**config.mk**
```make
export PLATFORM = sky130hd
export DESIGN_NAME = ctsr_regs
export DESIGN_NICKNAME = d
export VERILOG_FILES = /design/src/rtl/ctsr_pkg.sv /design/src/rtl/ctsr_cond_if.sv /design/src/rtl/ctsr_cond_sync.sv /design/src/rtl/ctsr_regs.sv
export SDC_FILE = /design/constraint.sdc
export NUM_CORES = 1
export LEC_CHECK = 0
export BUFFER_PORTS_ARGS = -buffer_cell sky130_fd_sc_hd__buf_2
export CORE_MARGIN = 10
export CORE_UTILIZATION = 25
export CTS_CLUSTER_SIZE = 30
export DETAILED_ROUTE_END_ITERATION = 10
export GPL_TIMING_DRIVEN = 0
export PLACE_DENSITY_LB_ADDON = 0.25
export SYNTH_ARGS = -nofsm -noshare
export SYNTH_HDL_FRONTEND = slang
export SYNTH_SLANG_ARGS = --single-unit
```
**constraint.sdc**
```tcl
create_clock -name MCLK_IN -period 3.52 [get_ports MCLK_IN]
set_input_delay 0.704 -clock MCLK_IN [delete_from_list [all_inputs] [get_ports MCLK_IN]]
set_output_delay 0.704 -clock MCLK_IN [all_outputs]
set_load 0.005 [all_outputs]
```
**src/rtl/ctsr_pkg.sv**
```systemverilog
/*
 * constants shared by the charger thermal/status register bank:
 * register offsets, field positions, reset values and lookup tables.
 * assumes an 8-bit register address space and 8-bit register data.
 */
package ctsr_pkg;
    timeunit 1ns;
    timeprecision 1ns;

    typedef logic [7:0]  ctsr_byte_t;
    typedef logic [15:0] ctsr_beta_t;

    // register offsets
    localparam ctsr_byte_t ADDR_THERMAL_CONFIG      = 8'h17;
    localparam ctsr_byte_t ADDR_HEALTH_STATUS       = 8'h18;
    localparam ctsr_byte_t ADDR_INPUT_THERMAL_STAT  = 8'h19;

    // register selector returned by the address decoder
    typedef enum logic [1:0] {
        SEL_NONE    = 2'b00,
        SEL_CONFIG  = 2'b01,
        SEL_HEALTH  = 2'b10,
        SEL_INPUT   = 2'b11
    } ctsr_sel_t;

    // thermal config fields
    localparam int BETA_SEL_MSB   = 7;
    localparam int BETA_SEL_LSB   = 5;
    localparam int THM_THR_MSB    = 2;
    localparam int THM_THR_LSB    = 0;
    localparam ctsr_byte_t CONFIG_RESET = 8'h24;  // beta 001, rsvd 00, threshold 100

    // health status bit positions
    localparam int HLT_ATTACHED_BIT = 7;
    localparam int HLT_BAT_OK_BIT   = 6;
    localparam int HLT_PWR_OK_BIT   = 5;
    localparam int HLT_CHARGER_HEALTHY_BIT   = 4;

    // input/thermal status bit positions
    localparam int INP_PWR_MSB      = 7;
    localparam int INP_PWR_LSB      = 6;
    localparam int INP_FOLDBACK_BIT = 4;

    localparam ctsr_byte_t BYTE_ZERO = 8'h00;

    // condition codes
    localparam logic [2:0] BAT_COND_MISSING  = 3'h0;
    localparam logic [2:0] BAT_COND_TOP_OK   = 3'h5;
    localparam logic [2:0] BAT_COND_IN_RESET = 3'h7;
    localparam logic [1:0] PWR_COND_VALID    = 2'h3;
    localparam logic [2:0] TEMP_CODE_COLD    = 3'h1;
    localparam logic [2:0] TEMP_CODE_HOT     = 3'h4;
    localparam logic [1:0] TIMER_NO_EFFECT   = 2'h0;

    // die regulation threshold: base plus step per code, in degrees C
    localparam ctsr_byte_t DIE_THR_BASE_C = 8'h50;
    localparam ctsr_byte_t DIE_THR_STEP_C = 8'h05;

    // thermistor beta values in kelvin, indexed by selection code
    localparam ctsr_beta_t BETA_TABLE [8] = '{
        16'h0d6a, 16'h0e1a, 16'h0f5e, 16'h0f6e,
        16'h1004, 16'h10d7, 16'h11bf, 16'h128e
    };
    localparam ctsr_beta_t BETA_RESET = 16'h0e1a;

    // synchroniser image of the condition inputs after reset:
    // {attached, condition[2:0], power[1:0], temp[2:0], timer[1:0], die[7:0]}
    localparam int COND_W = 19;
    localparam logic [18:0] COND_RESET = 19'h3_8000;

endpackage

```
**src/rtl/ctsr_cond_if.sv**
```systemverilog
/*
 * carries the synchronised analog condition levels from the input
 * synchroniser to the register bank.
 * assumes both ends share one clock.
 */
interface ctsr_cond_if;
    timeunit 1ns;
    timeprecision 1ns;
    logic       battery_attached;
    logic [2:0] battery_condition_code;
    logic [1:0] input_power_condition;
    logic [2:0] battery_temperature_code;
    logic [1:0] safety_timer_condition;
    logic [7:0] die_temp_c;

    modport sync_side (
        output battery_attached,
        output battery_condition_code,
        output input_power_condition,
        output battery_temperature_code,
        output safety_timer_condition,
        output die_temp_c
    );

    modport reg_side (
        input battery_attached,
        input battery_condition_code,
        input input_power_condition,
        input battery_temperature_code,
        input safety_timer_condition,
        input die_temp_c
    );
endinterface

```
**src/rtl/ctsr_cond_sync.sv**
```systemverilog
/*
 * two-flop synchroniser for the charger condition inputs.
 * assumes the inputs are slow levels from analog comparators; multi-bit
 * codes may show one mixed sample while changing, which the next cycle clears.
 */
module ctsr_cond_sync (
    input  wire logic       clk_in,
    input  wire logic       rst_in,
    input  wire logic       battery_attached_in,
    input  wire logic [2:0] battery_condition_code_in,
    input  wire logic [1:0] input_power_condition_in,
    input  wire logic [2:0] battery_temperature_code_in,
    input  wire logic [1:0] safety_timer_condition_in,
    input  wire logic [7:0] die_temp_c_in,
    ctsr_cond_if.sync_side  cond
);
    timeunit 1ns;
    timeprecision 1ns;
    logic [ctsr_pkg::COND_W-1:0] raw;
    logic [ctsr_pkg::COND_W-1:0] meta_q;
    logic [ctsr_pkg::COND_W-1:0] stable_q;

    assign raw = {battery_attached_in, battery_condition_code_in, input_power_condition_in,
                  battery_temperature_code_in, safety_timer_condition_in, die_temp_c_in};

    // meta_q feeds stable_q only
    always_ff @(posedge clk_in or posedge rst_in)
    begin
        if (rst_in)
        begin
            meta_q   <= ctsr_pkg::COND_RESET;
            stable_q <= ctsr_pkg::COND_RESET;
        end
        else
        begin
            meta_q   <= raw;
            stable_q <= meta_q;
        end
    end

    assign cond.battery_attached         = stable_q[18];
    assign cond.battery_condition_code   = stable_q[17:15];
    assign cond.input_power_condition    = stable_q[14:13];
    assign cond.battery_temperature_code = stable_q[12:10];
    assign cond.safety_timer_condition   = stable_q[9:8];
    assign cond.die_temp_c               = stable_q[7:0];
endmodule

```
**src/rtl/ctsr_regs.sv**
```systemverilog
/*
 * charger thermal configuration and status register bank: one read/write
 * configuration register and two read-only status registers.
 * assumes a simple synchronous register port driven by the host interface
 * logic, and condition levels from the analog charger.
 */
module ctsr_regs (
    input  wire logic        MCLK_IN,
    input  wire logic        SYS_RST_IN,
    input  wire logic [7:0]  REG_ADDR_IN,
    input  wire logic        REG_WR_EN_IN,
    input  wire logic [7:0]  REG_WDATA_IN,
    input  wire logic        REG_RD_EN_IN,
    output logic      [7:0]  REG_RDATA_OUT,
    input  wire logic        BATTERY_ATTACHED_IN,
    input  wire logic [2:0]  BATTERY_CONDITION_CODE_IN,
    input  wire logic [1:0]  INPUT_POWER_CONDITION_IN,
    input  wire logic [2:0]  BATTERY_TEMPERATURE_CODE_IN,
    input  wire logic [1:0]  SAFETY_TIMER_CONDITION_IN,
    input  wire logic [7:0]  DIE_TEMP_C_IN,
    output logic      [2:0]  THERMISTOR_BETA_SELECT_OUT,
    output logic      [15:0] THERMISTOR_BETA_K_OUT,
    output logic      [2:0]  DIE_TEMP_REGULATION_THRESHOLD_OUT,
    output logic      [7:0]  DIE_TEMP_THRESHOLD_C_OUT,
    output logic             THERMAL_FOLDBACK_ACTIVE_OUT
);

    timeunit 1ns;
    timeprecision 1ns;

    ctsr_pkg::ctsr_byte_t config_q;
    ctsr_pkg::ctsr_byte_t health_q;
    ctsr_pkg::ctsr_byte_t health_d;
    ctsr_pkg::ctsr_byte_t input_q;
    ctsr_pkg::ctsr_byte_t input_d;
    ctsr_pkg::ctsr_byte_t rdata_d;
    ctsr_pkg::ctsr_byte_t thr_c;
    logic [2:0]           beta_sel;
    logic [2:0]           thr_code;
    logic                 foldback;

    // forwarded settings start from the config register's own reset image
    localparam logic [2:0] BETA_SEL_RESET =
        ctsr_pkg::CONFIG_RESET[ctsr_pkg::BETA_SEL_MSB:ctsr_pkg::BETA_SEL_LSB];
    localparam logic [2:0] THR_CODE_RESET =
        ctsr_pkg::CONFIG_RESET[ctsr_pkg::THM_THR_MSB:ctsr_pkg::THM_THR_LSB];
    localparam ctsr_pkg::ctsr_byte_t THR_C_RESET =
        8'(ctsr_pkg::DIE_THR_BASE_C + ctsr_pkg::DIE_THR_STEP_C * {5'h00, THR_CODE_RESET});

    ctsr_cond_if cond ();

    ctsr_cond_sync i_ctsr_cond_sync (
        .clk_in                      (MCLK_IN),
        .rst_in                      (SYS_RST_IN),
        .battery_attached_in         (BATTERY_ATTACHED_IN),
        .battery_condition_code_in   (BATTERY_CONDITION_CODE_IN),
        .input_power_condition_in    (INPUT_POWER_CONDITION_IN),
        .battery_temperature_code_in (BATTERY_TEMPERATURE_CODE_IN),
        .safety_timer_condition_in   (SAFETY_TIMER_CONDITION_IN),
        .die_temp_c_in               (DIE_TEMP_C_IN),
        .cond                        (cond.sync_side)
    );

    // shared by the write path and the read path
    function automatic ctsr_pkg::ctsr_sel_t decode_addr(input ctsr_pkg::ctsr_byte_t addr);
        ctsr_pkg::ctsr_sel_t sel;
        sel = ctsr_pkg::SEL_NONE;
        if (addr == ctsr_pkg::ADDR_THERMAL_CONFIG)
            sel = ctsr_pkg::SEL_CONFIG;
        else if (addr == ctsr_pkg::ADDR_HEALTH_STATUS)
            sel = ctsr_pkg::SEL_HEALTH;
        else if (addr == ctsr_pkg::ADDR_INPUT_THERMAL_STAT)
            sel = ctsr_pkg::SEL_INPUT;
        return sel;
    endfunction

    // threshold in degrees C for a threshold code
    function automatic ctsr_pkg::ctsr_byte_t thr_to_c(input logic [2:0] code);
        logic [7:0] prod;
        prod = 8'(ctsr_pkg::DIE_THR_STEP_C * {5'h00, code});
        return 8'(ctsr_pkg::DIE_THR_BASE_C + prod);
    endfunction

    assign beta_sel = config_q[ctsr_pkg::BETA_SEL_MSB:ctsr_pkg::BETA_SEL_LSB];
    assign thr_code = config_q[ctsr_pkg::THM_THR_MSB:ctsr_pkg::THM_THR_LSB];
    assign thr_c    = thr_to_c(thr_code);
    // strictly greater: at the threshold itself full current is kept
    assign foldback = (cond.die_temp_c > thr_c);

    // configuration register: every bit, reserved ones included, is stored
    always_ff @(posedge MCLK_IN or posedge SYS_RST_IN)
    begin
        if (SYS_RST_IN)
            config_q <= ctsr_pkg::CONFIG_RESET;
        else if (REG_WR_EN_IN && decode_addr(REG_ADDR_IN) == ctsr_pkg::SEL_CONFIG)
            config_q <= REG_WDATA_IN;
    end

    // status images, rebuilt every cycle; reserved bits stay zero
    always_comb
    begin
        health_d = ctsr_pkg::BYTE_ZERO;
        input_d  = ctsr_pkg::BYTE_ZERO;
        health_d[ctsr_pkg::HLT_ATTACHED_BIT] = cond.battery_attached;
        // code 110 is reserved and is not reported as a good battery
        health_d[ctsr_pkg::HLT_BAT_OK_BIT] =
            (cond.battery_condition_code != ctsr_pkg::BAT_COND_MISSING) &&
            (cond.battery_condition_code <= ctsr_pkg::BAT_COND_TOP_OK);
        health_d[ctsr_pkg::HLT_PWR_OK_BIT] =
            (cond.input_power_condition == ctsr_pkg::PWR_COND_VALID);
        health_d[ctsr_pkg::HLT_CHARGER_HEALTHY_BIT] =
            (cond.battery_temperature_code != ctsr_pkg::TEMP_CODE_COLD) &&
            (cond.battery_temperature_code != ctsr_pkg::TEMP_CODE_HOT) &&
            (cond.safety_timer_condition == ctsr_pkg::TIMER_NO_EFFECT);
        input_d[ctsr_pkg::INP_PWR_MSB:ctsr_pkg::INP_PWR_LSB] =
            cond.input_power_condition;
        input_d[ctsr_pkg::INP_FOLDBACK_BIT] = foldback;
    end

    // no write path reaches these: host writes to them fall away
    always_ff @(posedge MCLK_IN or posedge SYS_RST_IN)
    begin
        if (SYS_RST_IN)
        begin
            health_q <= ctsr_pkg::BYTE_ZERO | (8'h01 << ctsr_pkg::HLT_CHARGER_HEALTHY_BIT);
            input_q  <= ctsr_pkg::BYTE_ZERO;
        end
        else
        begin
            health_q <= health_d;
            input_q  <= input_d;
        end
    end

    always_comb
    begin
        unique case (decode_addr(REG_ADDR_IN))
            ctsr_pkg::SEL_CONFIG: rdata_d = config_q;
            ctsr_pkg::SEL_HEALTH: rdata_d = health_q;
            ctsr_pkg::SEL_INPUT:  rdata_d = input_q;
            ctsr_pkg::SEL_NONE:   rdata_d = ctsr_pkg::BYTE_ZERO;
        endcase
    end

    // read data holds until the next read strobe
    always_ff @(posedge MCLK_IN or posedge SYS_RST_IN)
    begin
        if (SYS_RST_IN)
            REG_RDATA_OUT <= ctsr_pkg::BYTE_ZERO;
        else if (REG_RD_EN_IN)
            REG_RDATA_OUT <= rdata_d;
    end

    // settings forwarded to the temperature sensing and regulation loop
    always_ff @(posedge MCLK_IN or posedge SYS_RST_IN)
    begin
        if (SYS_RST_IN)
        begin
            THERMISTOR_BETA_SELECT_OUT        <= BETA_SEL_RESET;
            THERMISTOR_BETA_K_OUT             <= ctsr_pkg::BETA_RESET;
            DIE_TEMP_REGULATION_THRESHOLD_OUT <= THR_CODE_RESET;
            DIE_TEMP_THRESHOLD_C_OUT          <= THR_C_RESET;
            THERMAL_FOLDBACK_ACTIVE_OUT       <= 1'b0;
        end
        else
        begin
            THERMISTOR_BETA_SELECT_OUT        <= beta_sel;
            THERMISTOR_BETA_K_OUT             <= ctsr_pkg::BETA_TABLE[beta_sel];
            DIE_TEMP_REGULATION_THRESHOLD_OUT <= thr_code;
            DIE_TEMP_THRESHOLD_C_OUT          <= thr_c;
            THERMAL_FOLDBACK_ACTIVE_OUT       <= foldback;
        end
    end

endmodule

```
==> reports/qor.tcl <==
set qor(die-width_um) 129
set qor(tightest_slew_ns) 0.510
set qor(critPathMaxFanout) 6
set qor(route.detailed.drc) 0
set qor(max_clk_rate_mhz) 432
set qor(irDropWorstVdd_mv) 0.283
set qor(final.period_utilization_pct) 65.8
set qor(timing.max_slew.rel_slack_pct) 66.0
set qor(synth-seq-area-share_pct) 71.3
set qor(synthAdderAreaFrac_pct) 6.29
set qor(detail_route.wl_per_cell_um) 13.9
set qor(timing_max_transition_violations_final) 0
set qor(synthFlopType) {sky130_fd_sc_hd__dfrtp_1}
set qor(cts_max_path_buffers) 2
set qor(grt_pass1_vias) 1974
set qor(final_layout_size_suffix_gt1_share_pct) 43.9
set qor(yosys.area_share.simple_pct) 6.96
set qor(p_leak_nw) 1.90
set qor(floorplan.initialDensity_pct) 25.8
set qor(final_nets) 345
set qor(worst-endpoint-arrival_ns) 2.52
set qor(die_h_um) 129
set qor(detailroute.via_count) 1737
set qor(post-route-min-period_ns) 2.32
set qor(syn_to_final_growth_pct) 30.8
set qor(status) {complete, no violations}
set qor(post_cts_resize_count) 0
set qor(max_cap_viol_count) 0
set qor(grt_antenna_before_repair) 0
set qor(filler_cells) 1159
set qor(hold_viol_final) 0
set qor(yosys-top-cells-count) {65 x sky130_fd_sc_hd__dfrtp_1, 23 x sky130_fd_sc_hd__inv_1, 19 x sky130_fd_sc_hd__dfstp_2}
set qor(vias_per_cell) 3.96
set qor(synth_top_cell_by_area) {sky130_fd_sc_hd__dfrtp_1}
set qor(insertion_delay_of_the_later_clocked_pin_in_the_worst_skew_pair_ns) 0.33
set qor(io_buffers) 73
set qor(synthMostInstantiatedCell) {sky130_fd_sc_hd__dfrtp_1}
set qor(grt_overflow_total) 0
set qor(cts.root.buffer_cell) {sky130_fd_sc_hd__clkbuf_16}
set qor(clkSlewWorstSetupHoldPaths_ns) 0.06
set qor(setup_slack_at_placement_ns) 1.17
set qor(final_design_area_no_fill_um2) 3900
set qor(finalClockSkew_ns) 0.00675
set qor(yosys_warnings) 0
set qor(synth_largest_type_area_fraction_pct) 54.5
set qor(worst_hold_path_type) {flop to flop}
set qor(ys_ff_latch) 84
set qor(critical_path.startpoint_type) {flop}
set qor(r2r_cells) 9
set qor(die_area_um2) 16700
set qor(finalSetupViolCount) 0
set qor(cts-hold-fix-buffers) 0
set qor(antenna_violating_nets_post_route) 0
set qor(top_level_ports) 78
set qor(fin_hold_ws_ns) 0.348
set qor(whs_path_depth) 0
set qor(core-area_um2) 11600
set qor(grt_start_max_net_pins) 50
set qor(grt.total_usage_pct) 7.90
set qor(first_pass_grt_wire_length_um) 10100
set qor(synth-compound-area-share_pct) 6.25
set qor(cts_sinks) 84
set qor(detailed_place.area_um2) 3560
set qor(htree_num_levels) 3
set qor(cts_buffers) 9
set qor(synth_top_family_by_area) {simple AND/OR/NAND/NOR gates}
set qor(detailedPlacementHpwl_um) 4630
set qor(cts_setup_buffers) 0
set qor(gp_routability_congestion) 0.711
set qor(timing.critical_path.to_type) {flop}
set qor(async_flop_share_pct) 100
set qor(layout.core_utilization_pct) 33.7
set qor(synthesis.area_um2) 2980
set qor(synth-edff-count) 0
set qor(synth_xor_xnor_area_share_pct) 0.294
set qor(firstDrtPassIters) 4
set qor(yosys-mux-area-fraction_pct) 3.15
set qor(insertedDiodeCount) 0
set qor(row_count) 39
set qor(detail_route.iter0.violations) 82
set qor(critical_path_class) {flop to flop}
set qor(worst_slack_ns) 1.20
set qor(syn-mean-instance-area_um2) 14.6
set qor(synth.lib_cells_used.distinct) 32
set qor(cts_tree) {built}
set qor(grt_setup_unrepaired) {false}
set qor(cp.required_ns) 3.72
set qor(power-per-cell-area_nw_per_um2) 563
set qor(synth.top_cells.by_area) {sky130_fd_sc_hd__dfrtp_1 55%, sky130_fd_sc_hd__dfstp_2 17%, sky130_fd_sc_hd__ha_1 6.3%}
set qor(post_syn_instances) 204
set qor(finalWirelength_um) 6090
-- routing by layer --
| layer | wire length, um | global-route usage, % |
|---|---|---|
| met1 | 2760 | 9.28 |
| met5 | 0 | 0 |
| met3 | 523 | 4.20 |
| met2 | 2700 | 11.6 |
| met4 | 108 | 3.81 |
-- registers in the layout, indices dropped and copies added (netlist names), 3 cells and up --
| signal | count |
|---|---|
| i_ctsr_cond_sync.meta_q | 19 |
| input_q | 3 |
| THERMISTOR_BETA_K_OUT | 12 |
| i_ctsr_cond_sync.stable_q | 19 |
| REG_RDATA_OUT | 8 |
| config_q | 8 |
| health_q | 4 |
| DIE_TEMP_THRESHOLD_C_OUT | 8 |
-- worst max-delay path, cell delays in order (launching register included) --
cell,delay (ns)
sky130_fd_sc_hd__dfstp_2,0.59
sky130_fd_sc_hd__ha_1,0.16
sky130_fd_sc_hd__ha_1,0.16
sky130_fd_sc_hd__inv_1,0.05
sky130_fd_sc_hd__ha_1,0.29
sky130_fd_sc_hd__ha_1,0.31
sky130_fd_sc_hd__and3_1,0.18
sky130_fd_sc_hd__a21o_1,0.16
sky130_fd_sc_hd__o21ai_0,0.17
sky130_fd_sc_hd__o211ai_1,0.12
-- per-stage QoR --
stage / TNS, ns / total power (W) / std cells
finish: 0 / 0.00220 / 439
global route: 0 / 0.00232 / 439
CTS: 0 / 0.00225 / 439
detailed placement: 0 / 0.00119 / 423
global placement: -17.26 / 0.00118 / 422
floorplan: 0 / 0.00112 / 206
-- where the power goes --
group          total, W  leakage [nW]  internal, W  switching, W
combinational  0.000130         0.746    0.0000619     0.0000683
sequential      0.00104         0.996      0.00102     0.0000180
clock           0.00103         0.158     0.000661      0.000368
total           0.00220          1.90      0.00174      0.000454
-- path summary, 6_finish.rpt --
kind	startpoint	endpoint	slack, ns
max	config_q[2]	input_q[4]	1.20
min	i_ctsr_cond_sync.meta_q[1]	i_ctsr_cond_sync.stable_q[1]	0.35
max reg2reg	config_q[2]	input_q[4]	1.20
min reg2reg	i_ctsr_cond_sync.meta_q[1]	i_ctsr_cond_sync.stable_q[1]	0.35
max in group asynchronous	SYS_RST_IN	config_q[5]	2.48
min in group asynchronous	SYS_RST_IN	i_ctsr_cond_sync.meta_q[4]	0.39
-- cell type report --
class,count,area [um2],area share (%)
Sequential cell,84,2130,54.5
Multi-Input combinational cell,87,696,17.8
Timing Repair Buffer,74,393,10.1
Clock buffer,11,253,6.48
Tap cell,143,179,4.59
Inverter,23,88.8,2.28
Clock inverter,5,83.8,2.15
Buffer,12,82.6,2.12
-- cell families after synthesis --
family,count (synthesis)
flops,84
fa+ha+maj,15
mux,8
compound gates,28
xor+xnor,1
simple gates,32
other cells,1
buf+inv,35
-- cell usage in the layout, fill, tap and decap left out, types with 7 or more instances in the layout --
| cell type | count |
|---|---|
| sky130_fd_sc_hd__ha_1 | 15 |
| sky130_fd_sc_hd__nor2_1 | 7 |
| sky130_fd_sc_hd__dfstp_2 | 19 |
| sky130_fd_sc_hd__buf_2 | 73 |
| sky130_fd_sc_hd__dfrtp_1 | 65 |
| sky130_fd_sc_hd__buf_4 | 8 |
| sky130_fd_sc_hd__clkbuf_16 | 9 |
| sky130_fd_sc_hd__mux2_2 | 7 |
| sky130_fd_sc_hd__inv_1 | 22 |
| sky130_fd_sc_hd__nand2_1 | 11 |
Power figures use the tool's default switching activity.
